$ cat src/inc/eipd_pkg.sv
// Constants, register layout and carrier types of the external pin interrupt detector.
// Assumes a 32-bit APB slave and pins that are synchronous to pclk.
package eipd_pkg;

	// ==========================================================
	// Register byte offsets
	localparam logic [11:0] OFS_SENSE = 12'h000;
	localparam logic [11:0] OFS_IRQ_EN = 12'h004;
	localparam logic [11:0] OFS_GLOBAL = 12'h008;
	localparam logic [11:0] OFS_STATUS = 12'h00c;
	localparam logic [11:0] OFS_CLEAR = 12'h010;
	localparam logic [11:0] OFS_MASK0 = 12'h014;
	localparam logic [11:0] OFS_MASK1 = 12'h018;
	localparam logic [11:0] OFS_MASK2 = 12'h01c;
	localparam logic [11:0] OFS_PINS = 12'h020;

	// ==========================================================
	// Reset values
	localparam logic [3:0] SENSE_RESET = 4'h0;
	localparam logic [4:0] SRC_RESET = 5'h00;
	localparam logic GLOBAL_RESET = 1'b0;
	localparam logic [7:0] MASK_RESET = 8'h00;
	localparam logic [6:0] MASK1_RESET = 7'h00;
	localparam logic PIN_RESET = 1'b1;

	// ==========================================================
	// Field positions
	localparam int STAT_EXT_LSB = 0;
	localparam int STAT_PC_LSB = 2;
	localparam int PINS_EXT_LSB = 24;

	// ==========================================================
	// Types
	typedef enum logic [1:0] {
		SENSE_LOW = 2'h0,
		SENSE_ANY = 2'h1,
		SENSE_FALL = 2'h2,
		SENSE_RISE = 2'h3
	} eipd_sense_t;

	typedef struct packed {
		eipd_sense_t sense1;
		eipd_sense_t sense0;
	} eipd_sense_ctl_t;

	typedef struct packed {
		logic [2:0] pc;
		logic [1:0] ext;
	} eipd_src_t;

	typedef struct packed {
		eipd_sense_ctl_t sense;
		eipd_src_t irq_en;
		logic global_en;
		logic [7:0] mask2;
		logic [6:0] mask1;
		logic [7:0] mask0;
	} eipd_regs_t;

	typedef enum logic [8:0] {
		SEL_NONE = 9'h000,
		SEL_SENSE = 9'h001,
		SEL_IRQ_EN = 9'h002,
		SEL_GLOBAL = 9'h004,
		SEL_STATUS = 9'h008,
		SEL_CLEAR = 9'h010,
		SEL_MASK0 = 9'h020,
		SEL_MASK1 = 9'h040,
		SEL_MASK2 = 9'h080,
		SEL_PINS = 9'h100
	} eipd_sel_t;

	function automatic eipd_sel_t eipd_decode(input logic [11:0] addr);
		eipd_sel_t sel;
		sel = SEL_NONE;
		case (addr)
			OFS_SENSE: sel = SEL_SENSE;
			OFS_IRQ_EN: sel = SEL_IRQ_EN;
			OFS_GLOBAL: sel = SEL_GLOBAL;
			OFS_STATUS: sel = SEL_STATUS;
			OFS_CLEAR: sel = SEL_CLEAR;
			OFS_MASK0: sel = SEL_MASK0;
			OFS_MASK1: sel = SEL_MASK1;
			OFS_MASK2: sel = SEL_MASK2;
			OFS_PINS: sel = SEL_PINS;
			default: sel = SEL_NONE;
		endcase
		return sel;
	endfunction

endpackage

$ cat src/eipd_sense_unit.sv
// Sense logic for one dedicated interrupt pin: sampling, edge and level detection.
// Assumes the pin is synchronous to pclk; the low-level path is purely combinational.
`timescale 1ns/1ps
module eipd_sense_unit
	import eipd_pkg::*;
(
	// Clock and reset
	input wire logic pclk,
	input wire logic presetn,
	// Pin and mode
	input wire logic pin,
	input wire eipd_sense_t mode,
	// Detection
	output logic sample,
	output logic hit,
	output logic level_low
);

	logic prev;
	logic [1:0] valid;
	logic next_sample;
	logic next_prev;
	logic [1:0] next_valid;

	// ==========================================================
	// Sampling
	always_comb
	begin
		next_sample = pin;
		next_prev = sample;
		next_valid = {valid[0], 1'b1};
	end

	always_ff @(posedge pclk or negedge presetn)
	begin
		if (!presetn)
		begin
			sample <= PIN_RESET;
			prev <= PIN_RESET;
			valid <= 2'h0;
		end
		else
		begin
			sample <= next_sample;
			prev <= next_prev;
			valid <= next_valid;
		end
	end

	// ==========================================================
	// Detection
	// No edge is reported until two real samples exist, so reset is no edge
	always_comb
	begin
		hit = 1'b0;
		if (valid[1])
		begin
			case (mode)
				SENSE_ANY: hit = sample ^ prev; // RL17 RL12 RL6
				SENSE_FALL: hit = prev & ~sample; // RL17 RL12 RL6
				SENSE_RISE: hit = ~prev & sample; // RL17 RL12 RL6
				default: hit = 1'b0;
			endcase
		end
	end

	// Asynchronous, so it still works while the clock is stopped
	assign level_low = (mode == SENSE_LOW) & ~pin; // RL7

	a_rise_hit: assert property (@(posedge pclk) disable iff (!presetn) // RL12
		(mode == SENSE_RISE) && valid[0] && !sample && pin ##1 (mode == SENSE_RISE) |-> hit)
		else $error("rising edge missed");

	a_level_no_edge: assert property (@(posedge pclk) disable iff (!presetn) // RL16
		(mode == SENSE_LOW) |-> !hit)
		else $error("edge reported in level mode");

endmodule

$ cat src/eipd_top.sv
// External pin interrupt detector: two dedicated sense pins, 24 pin-change inputs
// in three masked banks, flags, enables and an APB register slave.
// Assumes pins are synchronous to pclk and a zero-wait APB master.
//
// Notes on behaviour
// [RL1] Enabled interrupts fire even when the pin is driven as an output.
// [RL2] Bank 2 change raises request 2, bank 1 request 1, bank 0 request 0.
// [RL3] Per-bank masks choose contributing pins; masked pins are ignored.
// [RL4] Pin-change detection works without the clock, to wake from deep sleep.
// [RL5] Level mode requests the interrupt for as long as the pin stays low.
// [RL6] Edge detection on dedicated pins is clocked, so stopped clock misses edges.
// [RL7] Low-level detection is asynchronous so it can wake from deep sleep.
// [RL8] Level ending before start-up completes wakes the device but gives no interrupt.
// [RL9] Pin one sense select at bits 3:2: low, change, falling, rising.
// [RL10] Pin zero sense select at bits 1:0, same encoding.
// [RL11] Dedicated interrupt reaches CPU only with global enable and its own enable.
// [RL12] Pin sampled before edge detection; pulses over one clock always detected.
// [RL13] Source must hold level low until current instruction completes.
// [RL14] Sense control bits 7:4 ignore writes and read zero.
// [RL15] Trigger sets the flag; vector execution or writing one clears it.
// [RL16] Flag of a level-sensed pin is held cleared.
// [RL17] Edges found by comparing current sample with previous clock's sample.
//
// The register addresses and register access over APB were chosen for this implementation.
`timescale 1ns/1ps
module eipd_top
	import eipd_pkg::*;
(
	// APB
	input wire logic pclk,
	input wire logic presetn,
	input wire logic psel,
	input wire logic penable,
	input wire logic pwrite,
	input wire logic [11:0] paddr,
	input wire logic [31:0] pwdata,
	output logic [31:0] prdata,
	output logic pready,
	output logic pslverr,
	// Pins, read at the pad whatever their direction
	input wire logic ext_irq_pin_zero,
	input wire logic ext_irq_pin_one,
	input wire logic [23:0] pin_change_inputs,
	// CPU side
	input wire logic [4:0] vec_ack,
	output logic [1:0] ext_req,
	output logic pin_change_req_bank0,
	output logic pin_change_req_bank1,
	output logic pin_change_req_bank2,
	output logic irq,
	output logic wake
);

	eipd_regs_t regs;
	eipd_regs_t next_regs;
	eipd_src_t status;
	eipd_src_t next_status;
	logic [31:0] next_prdata;
	logic [23:0] pc_samp;
	logic [23:0] pc_prev;
	logic [1:0] pc_valid;
	logic [23:0] next_pc_samp;
	logic [23:0] next_pc_prev;
	logic [1:0] next_pc_valid;
	logic [1:0] ext_samp;
	logic [1:0] ext_hit;
	logic [1:0] ext_level;
	logic [1:0] ext_pin;
	eipd_sense_t ext_mode [2];
	logic [23:0] pc_mask;
	logic [23:0] pc_change;
	logic [23:0] pc_async;
	logic [2:0] pc_hit;
	logic [2:0] pc_async_bank;
	eipd_sel_t wsel;
	eipd_sel_t rsel;
	logic wr_en;
	logic setup;
	eipd_src_t clr;
	eipd_src_t set;
	eipd_src_t gated;

	// ==========================================================
	// APB handshake
	// Zero wait states; read data is captured in the setup cycle
	assign pready = 1'b1;
	assign setup = psel & ~penable;
	assign wsel = eipd_decode(paddr);
	assign rsel = eipd_decode(paddr);
	assign wr_en = psel & penable & pwrite;
	assign pslverr = psel & penable & (wsel == SEL_NONE);

	// ==========================================================
	// Dedicated pins
	assign ext_pin = {ext_irq_pin_one, ext_irq_pin_zero}; // RL1
	assign ext_mode[0] = regs.sense.sense0; // RL10
	assign ext_mode[1] = regs.sense.sense1; // RL9

	generate
		for (genvar i = 0; i < 2; i++)
		begin : g_sense
			eipd_sense_unit u_sense (
				.pclk(pclk),
				.presetn(presetn),
				.pin(ext_pin[i]),
				.mode(ext_mode[i]),
				.sample(ext_samp[i]),
				.hit(ext_hit[i]),
				.level_low(ext_level[i])
			);
		end
	endgenerate

	// ==========================================================
	// Pin-change banks
	// Bank 1 has seven pins; input 15 has no mask bit and never counts
	assign pc_mask = {regs.mask2, 1'b0, regs.mask1, regs.mask0}; // RL3
	assign pc_change = (pc_samp ^ pc_prev) & pc_mask & {24{pc_valid[1]}}; // RL3
	assign pc_async = (pin_change_inputs ^ pc_samp) & pc_mask & {24{pc_valid[0]}}; // RL4

	generate
		for (genvar b = 0; b < 3; b++)
		begin : g_bank
			assign pc_hit[b] = |pc_change[b*8 +: 8]; // RL2
			assign pc_async_bank[b] = (|pc_async[b*8 +: 8]) & regs.irq_en.pc[b]; // RL4
		end
	endgenerate

	always_comb
	begin
		next_pc_samp = pin_change_inputs; // RL1
		next_pc_prev = pc_samp;
		next_pc_valid = {pc_valid[0], 1'b1};
	end

	always_ff @(posedge pclk or negedge presetn)
	begin
		if (!presetn)
		begin
			pc_samp <= {24{PIN_RESET}};
			pc_prev <= {24{PIN_RESET}};
			pc_valid <= 2'h0;
		end
		else
		begin
			pc_samp <= next_pc_samp;
			pc_prev <= next_pc_prev;
			pc_valid <= next_pc_valid;
		end
	end

	// ==========================================================
	// Configuration registers
	always_comb
	begin
		next_regs = regs;
		if (wr_en)
		begin
			case (wsel)
				SEL_SENSE: next_regs.sense = pwdata[3:0]; // RL14 RL9 RL10
				SEL_IRQ_EN: next_regs.irq_en = pwdata[4:0];
				SEL_GLOBAL: next_regs.global_en = pwdata[0];
				SEL_MASK0: next_regs.mask0 = pwdata[7:0]; // RL3
				SEL_MASK1: next_regs.mask1 = pwdata[6:0]; // RL3
				SEL_MASK2: next_regs.mask2 = pwdata[7:0]; // RL3
				default: next_regs = regs;
			endcase
		end
	end

	always_ff @(posedge pclk or negedge presetn)
	begin
		if (!presetn)
		begin
			regs.sense <= SENSE_RESET;
			regs.irq_en <= SRC_RESET;
			regs.global_en <= GLOBAL_RESET;
			regs.mask2 <= MASK_RESET;
			regs.mask1 <= MASK1_RESET;
			regs.mask0 <= MASK_RESET;
		end
		else
		begin
			regs <= next_regs;
		end
	end

	// ==========================================================
	// Sticky flags
	// A trigger in the same cycle as a clear wins, so no event is lost
	always_comb
	begin
		clr = vec_ack; // RL15
		if (wr_en && (wsel == SEL_CLEAR))
		begin
			clr = clr | pwdata[4:0]; // RL15
		end
		set.ext = ext_hit; // RL15
		set.pc = pc_hit; // RL2
		next_status = (status & ~clr) | set;
		for (int i = 0; i < 2; i++)
		begin
			if (ext_mode[i] == SENSE_LOW)
			begin
				next_status.ext[i] = 1'b0; // RL16
			end
		end
	end

	always_ff @(posedge pclk or negedge presetn)
	begin
		if (!presetn)
		begin
			status <= SRC_RESET;
		end
		else
		begin
			status <= next_status;
		end
	end

	// ==========================================================
	// Requests to the CPU
	// Level requests follow the pin directly; a level gone before the clock
	// restarts leaves no flag, so the wake-up brings no interrupt
	always_comb
	begin
		gated = status & regs.irq_en & {5{regs.global_en}}; // RL11
		gated.ext = gated.ext | (ext_level & regs.irq_en.ext & {2{regs.global_en}}); // RL5 RL8
	end

	assign ext_req = gated.ext; // RL11
	assign pin_change_req_bank0 = gated.pc[0]; // RL2
	assign pin_change_req_bank1 = gated.pc[1]; // RL2
	assign pin_change_req_bank2 = gated.pc[2]; // RL2
	assign irq = |gated;
	// Wake needs no clock; it ignores the global enable like a real sleep exit
	assign wake = (|(ext_level & regs.irq_en.ext)) | (|pc_async_bank); // RL4 RL7

	// ==========================================================
	// Read data
	always_comb
	begin
		next_prdata = prdata;
		if (setup)
		begin
			next_prdata = 32'h0000_0000;
			case (rsel)
				SEL_SENSE: next_prdata[3:0] = regs.sense; // RL14
				SEL_IRQ_EN: next_prdata[4:0] = regs.irq_en;
				SEL_GLOBAL: next_prdata[0] = regs.global_en;
				SEL_STATUS: next_prdata[4:0] = status;
				SEL_MASK0: next_prdata[7:0] = regs.mask0;
				SEL_MASK1: next_prdata[6:0] = regs.mask1;
				SEL_MASK2: next_prdata[7:0] = regs.mask2;
				SEL_PINS: next_prdata[25:0] = {ext_samp, pc_samp};
				default: next_prdata = 32'h0000_0000;
			endcase
		end
	end

	always_ff @(posedge pclk or negedge presetn)
	begin
		if (!presetn)
		begin
			prdata <= 32'h0000_0000;
		end
		else
		begin
			prdata <= next_prdata;
		end
	end

	// ==========================================================
	// Assertions
	a_sense_upper_zero: assert property (@(posedge pclk) disable iff (!presetn) // RL14
		psel && penable && !pwrite && (paddr == OFS_SENSE) |-> prdata[31:4] == 28'h0)
		else $error("sense control upper bits not zero");

	a_level_request: assert property (@(posedge pclk) disable iff (!presetn) // RL5
		(regs.sense.sense0 == SENSE_LOW) && regs.irq_en.ext[0] && regs.global_en
		&& !ext_irq_pin_zero |-> ext_req[0])
		else $error("level request missing");

	a_level_flag_clear: assert property (@(posedge pclk) disable iff (!presetn) // RL16
		(regs.sense.sense1 == SENSE_LOW) && $stable(regs.sense) |-> !status.ext[1])
		else $error("level mode flag set");

	a_edge_sets_flag: assert property (@(posedge pclk) disable iff (!presetn) // RL15
		ext_hit[0] && (ext_mode[0] != SENSE_LOW) && !wr_en |=> status.ext[0])
		else $error("edge did not set flag");

	a_write_one_clear: assert property (@(posedge pclk) disable iff (!presetn) // RL15
		wr_en && (paddr == OFS_CLEAR) && pwdata[2] && !pc_hit[0] |=> !status.pc[0])
		else $error("flag not cleared by write");

	a_masked_ignored: assert property (@(posedge pclk) disable iff (!presetn) // RL3
		!(|((pc_samp[15:8] ^ pc_prev[15:8]) & {1'b0, regs.mask1})) && !status.pc[1]
		|=> !status.pc[1])
		else $error("flag set by masked pin");

	a_bank2_toggle: assert property (@(posedge pclk) disable iff (!presetn) // RL2
		pc_valid[1] && (|((pc_samp[23:16] ^ pc_prev[23:16]) & regs.mask2)) |=> status.pc[2])
		else $error("bank 2 toggle missed");

	a_global_gate: assert property (@(posedge pclk) disable iff (!presetn) // RL11
		(ext_req != 2'h0) |-> regs.global_en && ((ext_req & ~regs.irq_en.ext) == 2'h0))
		else $error("request without enables");

	a_async_wake: assert property (@(posedge pclk) disable iff (!presetn) // RL4
		pc_valid[0] && regs.irq_en.pc[0]
		&& (|((pin_change_inputs[7:0] ^ pc_samp[7:0]) & regs.mask0)) |-> wake)
		else $error("pin change wake missing");

	a_falling_flag: assert property (@(posedge pclk) disable iff (!presetn) // RL12
		(ext_mode[0] == SENSE_FALL) && ext_samp[0] && !ext_irq_pin_zero
		##1 (ext_mode[0] == SENSE_FALL) |=> status.ext[0])
		else $error("falling edge on pin zero not flagged");

	a_fall_detect: assert property (@(posedge pclk) disable iff (!presetn) // RL6
		(ext_mode[1] == SENSE_FALL) && ext_samp[1] && !ext_irq_pin_one
		&& !wr_en && !vec_ack[1] && $stable(regs.sense) ##1 $stable(regs.sense)
		&& !wr_en && !vec_ack[1] |=> status.ext[1])
		else $error("falling edge not flagged");

	a_any_change: assert property (@(posedge pclk) disable iff (!presetn) // RL9
		(ext_mode[1] == SENSE_ANY) && (ext_samp[1] != ext_irq_pin_one)
		##1 (ext_mode[1] == SENSE_ANY) |=> status.ext[1])
		else $error("pin one change not flagged");

	a_rise_flag: assert property (@(posedge pclk) disable iff (!presetn) // RL9
		(ext_mode[1] == SENSE_RISE) && !ext_samp[1] && ext_irq_pin_one
		##1 (ext_mode[1] == SENSE_RISE) |=> status.ext[1])
		else $error("pin one rise not flagged");

	a_vector_clear: assert property (@(posedge pclk) disable iff (!presetn) // RL15
		vec_ack[0] && !ext_hit[0] |=> !status.ext[0])
		else $error("flag not cleared by vector");

	a_level_wake: assert property (@(posedge pclk) disable iff (!presetn) // RL7
		(ext_mode[1] == SENSE_LOW) && regs.irq_en.ext[1] && !ext_irq_pin_one |-> wake)
		else $error("level wake missing");

	a_bank1_toggle: assert property (@(posedge pclk) disable iff (!presetn) // RL2
		pc_valid[1] && (|((pc_samp[14:8] ^ pc_prev[14:8]) & regs.mask1)) |=> status.pc[1])
		else $error("bank 1 toggle missed");

	a_bank0_request: assert property (@(posedge pclk) disable iff (!presetn) // RL2 RL11
		status.pc[0] && regs.irq_en.pc[0] && regs.global_en |-> pin_change_req_bank0 && irq)
		else $error("bank 0 request missing");

endmodule

$ cat config.mk
export PLATFORM = sky130hd
export DESIGN_NAME = eipd_top
export DESIGN_NICKNAME = d
export VERILOG_FILES = /design/src/inc/eipd_pkg.sv /design/src/eipd_sense_unit.sv /design/src/eipd_top.sv
export SDC_FILE = /design/constraint.sdc
export NUM_CORES = 1
export LEC_CHECK = 0
export ABC_CLOCK_PERIOD_IN_PS = 4850
export BUFFER_PORTS_ARGS = -buffer_cell sky130_fd_sc_hd__buf_2
export CAP_MARGIN = 20
export CELL_PAD_IN_SITES_DETAIL_PLACEMENT = 1
export CELL_PAD_IN_SITES_GLOBAL_PLACEMENT = 1
export CORE_ASPECT_RATIO = 0.75
export CORE_MARGIN = 5
export CORE_UTILIZATION = 46
export CTS_CLUSTER_DIAMETER = 80
export CTS_CLUSTER_SIZE = 25
export DETAILED_ROUTE_END_ITERATION = 6
export PLACE_DENSITY = 0.82
export SYNTH_ARGS = -nofsm -noshare
export SYNTH_HDL_FRONTEND = slang
export SYNTH_SLANG_ARGS = --single-unit
$ cat constraint.sdc
create_clock -name pclk -period 4.85 [get_ports pclk]
set_clock_uncertainty 0.05 [all_clocks]
set_input_delay 0.485 -clock pclk [delete_from_list [all_inputs] [get_ports pclk]]
set_output_delay 0.485 -clock pclk [all_outputs]
set_load 0.02 [all_outputs]
# After elaboration in Yosys (flattened, before gate mapping)
# Index checks and enable logic that the tools add are counted.
[op_classes]
div = 0
n_mul = 0
muxes = 14
magnitude_cmp = 0
shift = 0
addsub = 0
eq_ne = 23
n_bitwise = 38
reduce_logical = 20
[op_table]
columns = ["cell", "n"]
rows = [
  ["AND 24 bit", 4],
  ["one-hot mux 9 bit (9 select lines)", 1],
  ["equality test 12 x 5 -> 1 bit (second input constant)", 4],
  ["OR reduction 8 bit", 6],
  ["bitwise XOR 24 bit", 2],
  ["equality test 12 x 4 -> 1 bit (second input constant)", 2],
  ["one-hot mux 3 bit (7 select lines)", 1],
  ["2-to-1 mux 18 bit", 1],
  ["AND 5 bit", 3],
  ["AND 1 bit", 13],
  ["equality test 12 x 3 -> 1 bit (second input constant)", 1],
  ["equality test 12 x 6 -> 1 bit (second input constant)", 1],
  ["zero test 12 bit", 1],
  ["AND reduction 2 bit", 6],
  ["OR 5 bit", 2],
  ["equality test 9 x 1 -> 1 bit (second input constant)", 1],
  ["equality test 9 x 2 -> 1 bit (second input constant)", 1],
  ["equality test 9 x 3 -> 1 bit (second input constant)", 1],
  ["equality test 9 x 4 -> 1 bit (second input constant)", 1],
  ["equality test 9 x 5 -> 1 bit (second input constant)", 1],
  ["equality test 9 x 6 -> 1 bit (second input constant)", 1],
  ["equality test 9 x 7 -> 1 bit (second input constant)", 1],
  ["equality test 9 x 8 -> 1 bit (second input constant)", 1],
  ["equality test 9 bit (second input constant)", 1],
  ["other kinds (20)", 38],
]
[totals]
ram_bits = 0
in_bits = 80
wordCells = 115
n_memories = 0
output_inout_bits = 41
reg_bits = 122
romBits = 0
latch_bits = 0

# Longest topological paths before layout
[depth]
ltp_word = 9
depth_mapped = 6
mapped_depth_nobuf = 6

# Cells and area by module
# From an unflattened synthesis, not the netlist that was laid out.
[unflattened]
hier_cells = 449
area_unflattened_um2 = 5464.0
[modules_own_cells]
columns = ["module", "area_each_um2", "cells_each", "seq_area_each_um2", "instances"]
rows = [
  ["eipd_top", 5123.7, 421, 2886.5, 1],
  ["eipd_sense_unit", 170.2, 14, 102.6, 2],
]

# Worst setup path after synthesis
# OpenSTA, ideal clock, no wires.
[synth_timing]
path_type = "input-to-output"
startpoint = "input port paddr[11]"
endpoint = "output port pslverr"
cell_stages = 4
path_buffers = 0
arrival_ps = 1858
t_required_ps = 4315
setup_slack_ps = 2457
path_cell_list = "or4_1 > or2_2 > a21o_1 > and3_1"
[synth_between]
elab_chain_cells = 4
elab_cells_between_ends = 12
cone_classes = "eq/ne: 8; mux: 1; bitwise: 1; reduce/logical: 2"
[synth_lines]
columns = ["element", "line", "source"]
rows = [
  ["start: declaration", "eipd_top.sv:35", "input wire logic [11:0] paddr,"],
  ["equality test 12 x 6 -> 1 bit, or another cell as far along", "eipd_pkg.sv:76", "case (addr)"],
  ["one-hot mux 9 bit (9 select lines) (*)", "eipd_pkg.sv:76", ""],
  ["zero test 9 bit (*)", "eipd_top.sv:91", "assign pslverr = psel & penable & (wsel == SEL_NONE);"],
  ["AND 1 bit (*)", "eipd_top.sv:91", ""],
  ["end: declaration", "eipd_top.sv:39", "output logic pslverr,"],
]
# Mark *: on every way between the ends. The rest lies on a longest branch, timed or not.

# Final worst setup path
[layout_timing]
startpoint = "register pc_samp[4] (netlist: next_pc_prev[4])"
endpoint = "output port wake"
[layout_between]
elab_chain_cells = 7
[layout_lines]
columns = ["element", "line", "source"]
rows = [
  ["start: declaration", "eipd_top.sv:59", "logic [23:0] pc_samp;"],
  ["start signal: assignment", "eipd_top.sv:140", "pc_samp <= {24{PIN_RESET}};"],
  ["start signal: assignment", "eipd_top.sv:146", "pc_samp <= next_pc_samp;"],
  ["bitwise XOR 24 bit", "eipd_top.sv:119", "assign pc_async = (pin_change_inputs ^ pc_samp) & pc_mask & {24{pc_valid[0]}};"],
  ["AND 24 bit (2 in series)", "eipd_top.sv:119", ""],
  ["OR reduction 8 bit", "eipd_top.sv:125", "assign pc_async_bank[b] = (|pc_async[b*8 +: 8]) & regs.irq_en.pc[b];"],
  ["AND 1 bit", "eipd_top.sv:125", ""],
  ["OR reduction 3 bit", "eipd_top.sv:238", "assign wake = (|(ext_level & regs.irq_en.ext)) | (|pc_async_bank);"],
  ["OR 1 bit", "eipd_top.sv:238", ""],
  ["end: declaration", "eipd_top.sv:51", "output logic wake"],
]
# Every way passes these cells.

==> impl_metrics.tcl <==
set metrics [dict create \
    clockRootBuffer "clkbuf_16" \
    num_rows 33 \
    grt_overflow_total 0 \
    die_width_um 133 \
    yosys.area_share.adder_pct 0.960 \
    route.detailed.drc 0 \
    timing.setup.tns_ns 0 \
    min_period_over_period_pct 61.6 \
    crit_path_end_kind "primary output" \
    yosys_most_used_dff "dfrtp_1" \
    maxClockFrequency_ghz 0.335 \
    layout_cells_sized_above_1_pct 40.8 \
    die-height_um 102 \
    worst_hold_path_type "in2reg" \
    cp.depth 5 \
    startpoint_type "register" \
    synthesized_area_fraction_occupied_by_and_or_nand_nor_cells_pct 8.54 \
    synth_area_um2 5210 \
    grt_antenna_before_repair 0 \
    grt_setup_unrepaired "false" \
    worst_vdd_drop_mv 0.246 \
    synth_cell_types 57 \
    numCtsBuffers 17 \
    path_cells "xor2_1 -> a22oi_1 -> a41oi_1 -> or4_1 -> buf_2" \
    clk_latency_ns 0.42 \
    placedCellCount 620 \
    worst-path-buf-inv 1 \
    critPathMaxStageDelay_ns 0.62 \
    clkTransAtPathRegs_ns 0.05 \
    effective_utilization_at_floorplan_pct 47.3 \
    number_of_flops_mapped_to_enable_cells_by_yosys 0 \
    yosysWarnings 0 \
    layout.core_utilization_pct 57.9 \
    via_count 3750 \
    post-route-min-period_ns 2.99 \
    detail_route.wirelength_um 15100 \
    design.die.area_um2 13600 \
    synth_largest_area_cell "dfrtp_1" \
    leakage_nw 3.07 \
    detail_route.wl_per_cell_um 23.1 \
    timing.critical_path.slowest_stage_cell "or4_1" \
    route.antenna.remaining_nets 0 \
    final_net_count 583 \
    globalRouteTotalUtil_pct 23.4 \
    synthDominantCellAreaShare_pct 31.7 \
    netlist_top_cells_area "dfrtp_1 32%, dfstp_2 26%, xor2_1 7.7%, mux2_2 5.8%, a22o_1 3.4%" \
    worst-r2r-setup-slack_ns 3.27 \
    worst_r2r_path_depth 4 \
    synth.area.mux_share_pct 10.3 \
    design.core.area_um2 11000 \
    grt_pass1_wl_um 23900 \
    synth_compound_area_share_pct 12.3 \
    post-cts-setup-buffers 0 \
    first_iteration_detailed_routing_drc_count 217 \
    critPathArrivalTime_ns 2.45 \
    timing.setup.critical_path_class "reg2out" \
    tritoncts "done" \
    synth_sequential_area_ratio_pct 57.4 \
    postSynthAreaPerCell_um2 13.0 \
    synth_xor_area_share_pct 7.73 \
    drv_cap 0 \
    post_synth_arst_share_pct 100 \
    area_growth_syn_to_layout_pct 22.5 \
    grt_pass1_vias 4204 \
    power_per_cell_area_nw_per_um2 387 \
    grt_start_max_net_pins 78 \
    yosys_register_bits 117 \
    cts_resized 0 \
    boundaryPins 121 \
    placement.io_buffers 89 \
    timing.critical_path.max_delay_family "simple AND/OR/NAND/NOR gates" \
    place.gp.congestion 0.845 \
    hold_violations 0 \
    drv_slew 0 \
    hold_depth 1 \
    via_per_inst 5.75 \
    synth_cells 402 \
    critPathRequiredTime_ns 4.32 \
    timing.max_slew.rel_slack_pct 34.3 \
    number_of_sinks_driven_by_the_clock_tree 117 \
    power_w 0.00247 \
    path_max_fanout 4 \
    slew_worst_pin_ns 0.985 \
    drt-pass1-iter-count 5 \
    n_antenna_cell 0 \
    cts.htree.levels 4 \
    cts.hold.buffers_added 0 \
    report.final.setup_viol 0 \
    fin_cells 652 \
    dp_hpwl_um 10500 \
    cts-root-to-sink-buffers 2 \
    main_combinational_cell_family_by_area_after_synthesis "compound AO/OA/AOI/OAI gates" \
    run_status "finished clean" \
    fillCellCount 1136 \
]
==> cells in the mapped netlist (7+ instances only) <==
cell type / number
nand2_1: 19
dfstp_2: 51
inv_1: 10
clkbuf_1: 9
a22oi_1: 23
and3_1: 7
o21ai_0: 9
mux2i_1: 12
xor2_1: 46
buf_4: 8
a22o_1: 20
nor2_1: 8
mux2_2: 27
mux2_1: 10
dfrtp_1: 66
==> routing by layer <==
layer  global-route usage, %  vias to the layer above  routed length [um]
met2                    38.8                      119                7280
li1                        -                     1664                   -
met1                    30.9                     1958                6670
met3                    6.35                        9                1010
met4                    6.07                        0                 117
met5                       0                        -                   0
==> where the power goes <==
part	total (W)	switching (W)	leakage (nW)	internal (W)
clock	0.00130	0.000439	0.299	0.000858
sequential	0.00104	0.0000242	1.45	0.00102
combinational	0.000130	0.0000849	1.32	0.0000451
==> registers in the layout, indices dropped and copies added, names as in the netlist, 4 cells and up <==
| register | flops |
|---|---|
| ext_mode | 4 |
| prdata | 26 |
| next_pc_prev | 24 |
| pc_mask | 23 |
| pc_prev | 23 |
| status | 5 |
| regs | 6 |
==> layout by cell type (no fill, tap or decap), types with 5 or more instances in the layout <==
master	count
dfstp_2	51
buf_2	88
mux2_1	10
dfrtp_1	66
o21ai_0	9
nand2_1	19
mux2_2	27
nor2_1	8
conb_1	8
inv_1	10
nand3_1	5
xor2_1	46
a22o_1	20
a21oi_1	5
clkbuf_16	17
and3_1	7
mux2i_1	12
a22oi_1	23
==> cell type report <==
class / count / area (um^2) / area share, %
timing repair buffer: 91 / 463 / 7.25
clock buffer: 23 / 488 / 7.64
tap: 140 / 175 / 2.74
clock inverter: 9 / 125 / 1.96
sequential: 117 / 2990 / 46.9
multi-input combinational: 262 / 2100 / 33.0
inverter: 10 / 37.5 / 0.588
==> through the flow <==
stage | hold WS, ns | cell area [um^2] | worst slack [ns]
after global placement | 0.328 | 5770 | 2.18
after global routing | 0.118 | 6380 | 1.81
after CTS | 0.121 | 6380 | 1.86
after detailed placement | 0.333 | 5770 | 2.08
after floorplan | 0.139 | 5240 | 2.46
final | 0.130 | 6380 | 1.86
==> kinds of logic after synthesis <==
kind of cell	count (synthesis)
XOR/XNOR	46
flip-flops	117
AND/OR/NAND/NOR	72
other	2
buffers and inverters	29
AO/OA/AOI/OAI	83
multiplexers	49
adder cells (fa/ha/maj)	4
==> worst paths after layout <==
kind,start,endpoint
setup / recovery,next_pc_prev[4],wake
hold / removal,pin_change_inputs[15],next_pc_prev[15]
setup reg to reg,next_pc_prev[12],status[3]
hold reg to reg,g_sense[1].u_sense.sample,g_sense[1].u_sense.prev
max in group asynchronous,presetn,pc_prev[10]
min in group asynchronous,presetn,prdata[18]
Power figures use the tool's default switching activity.
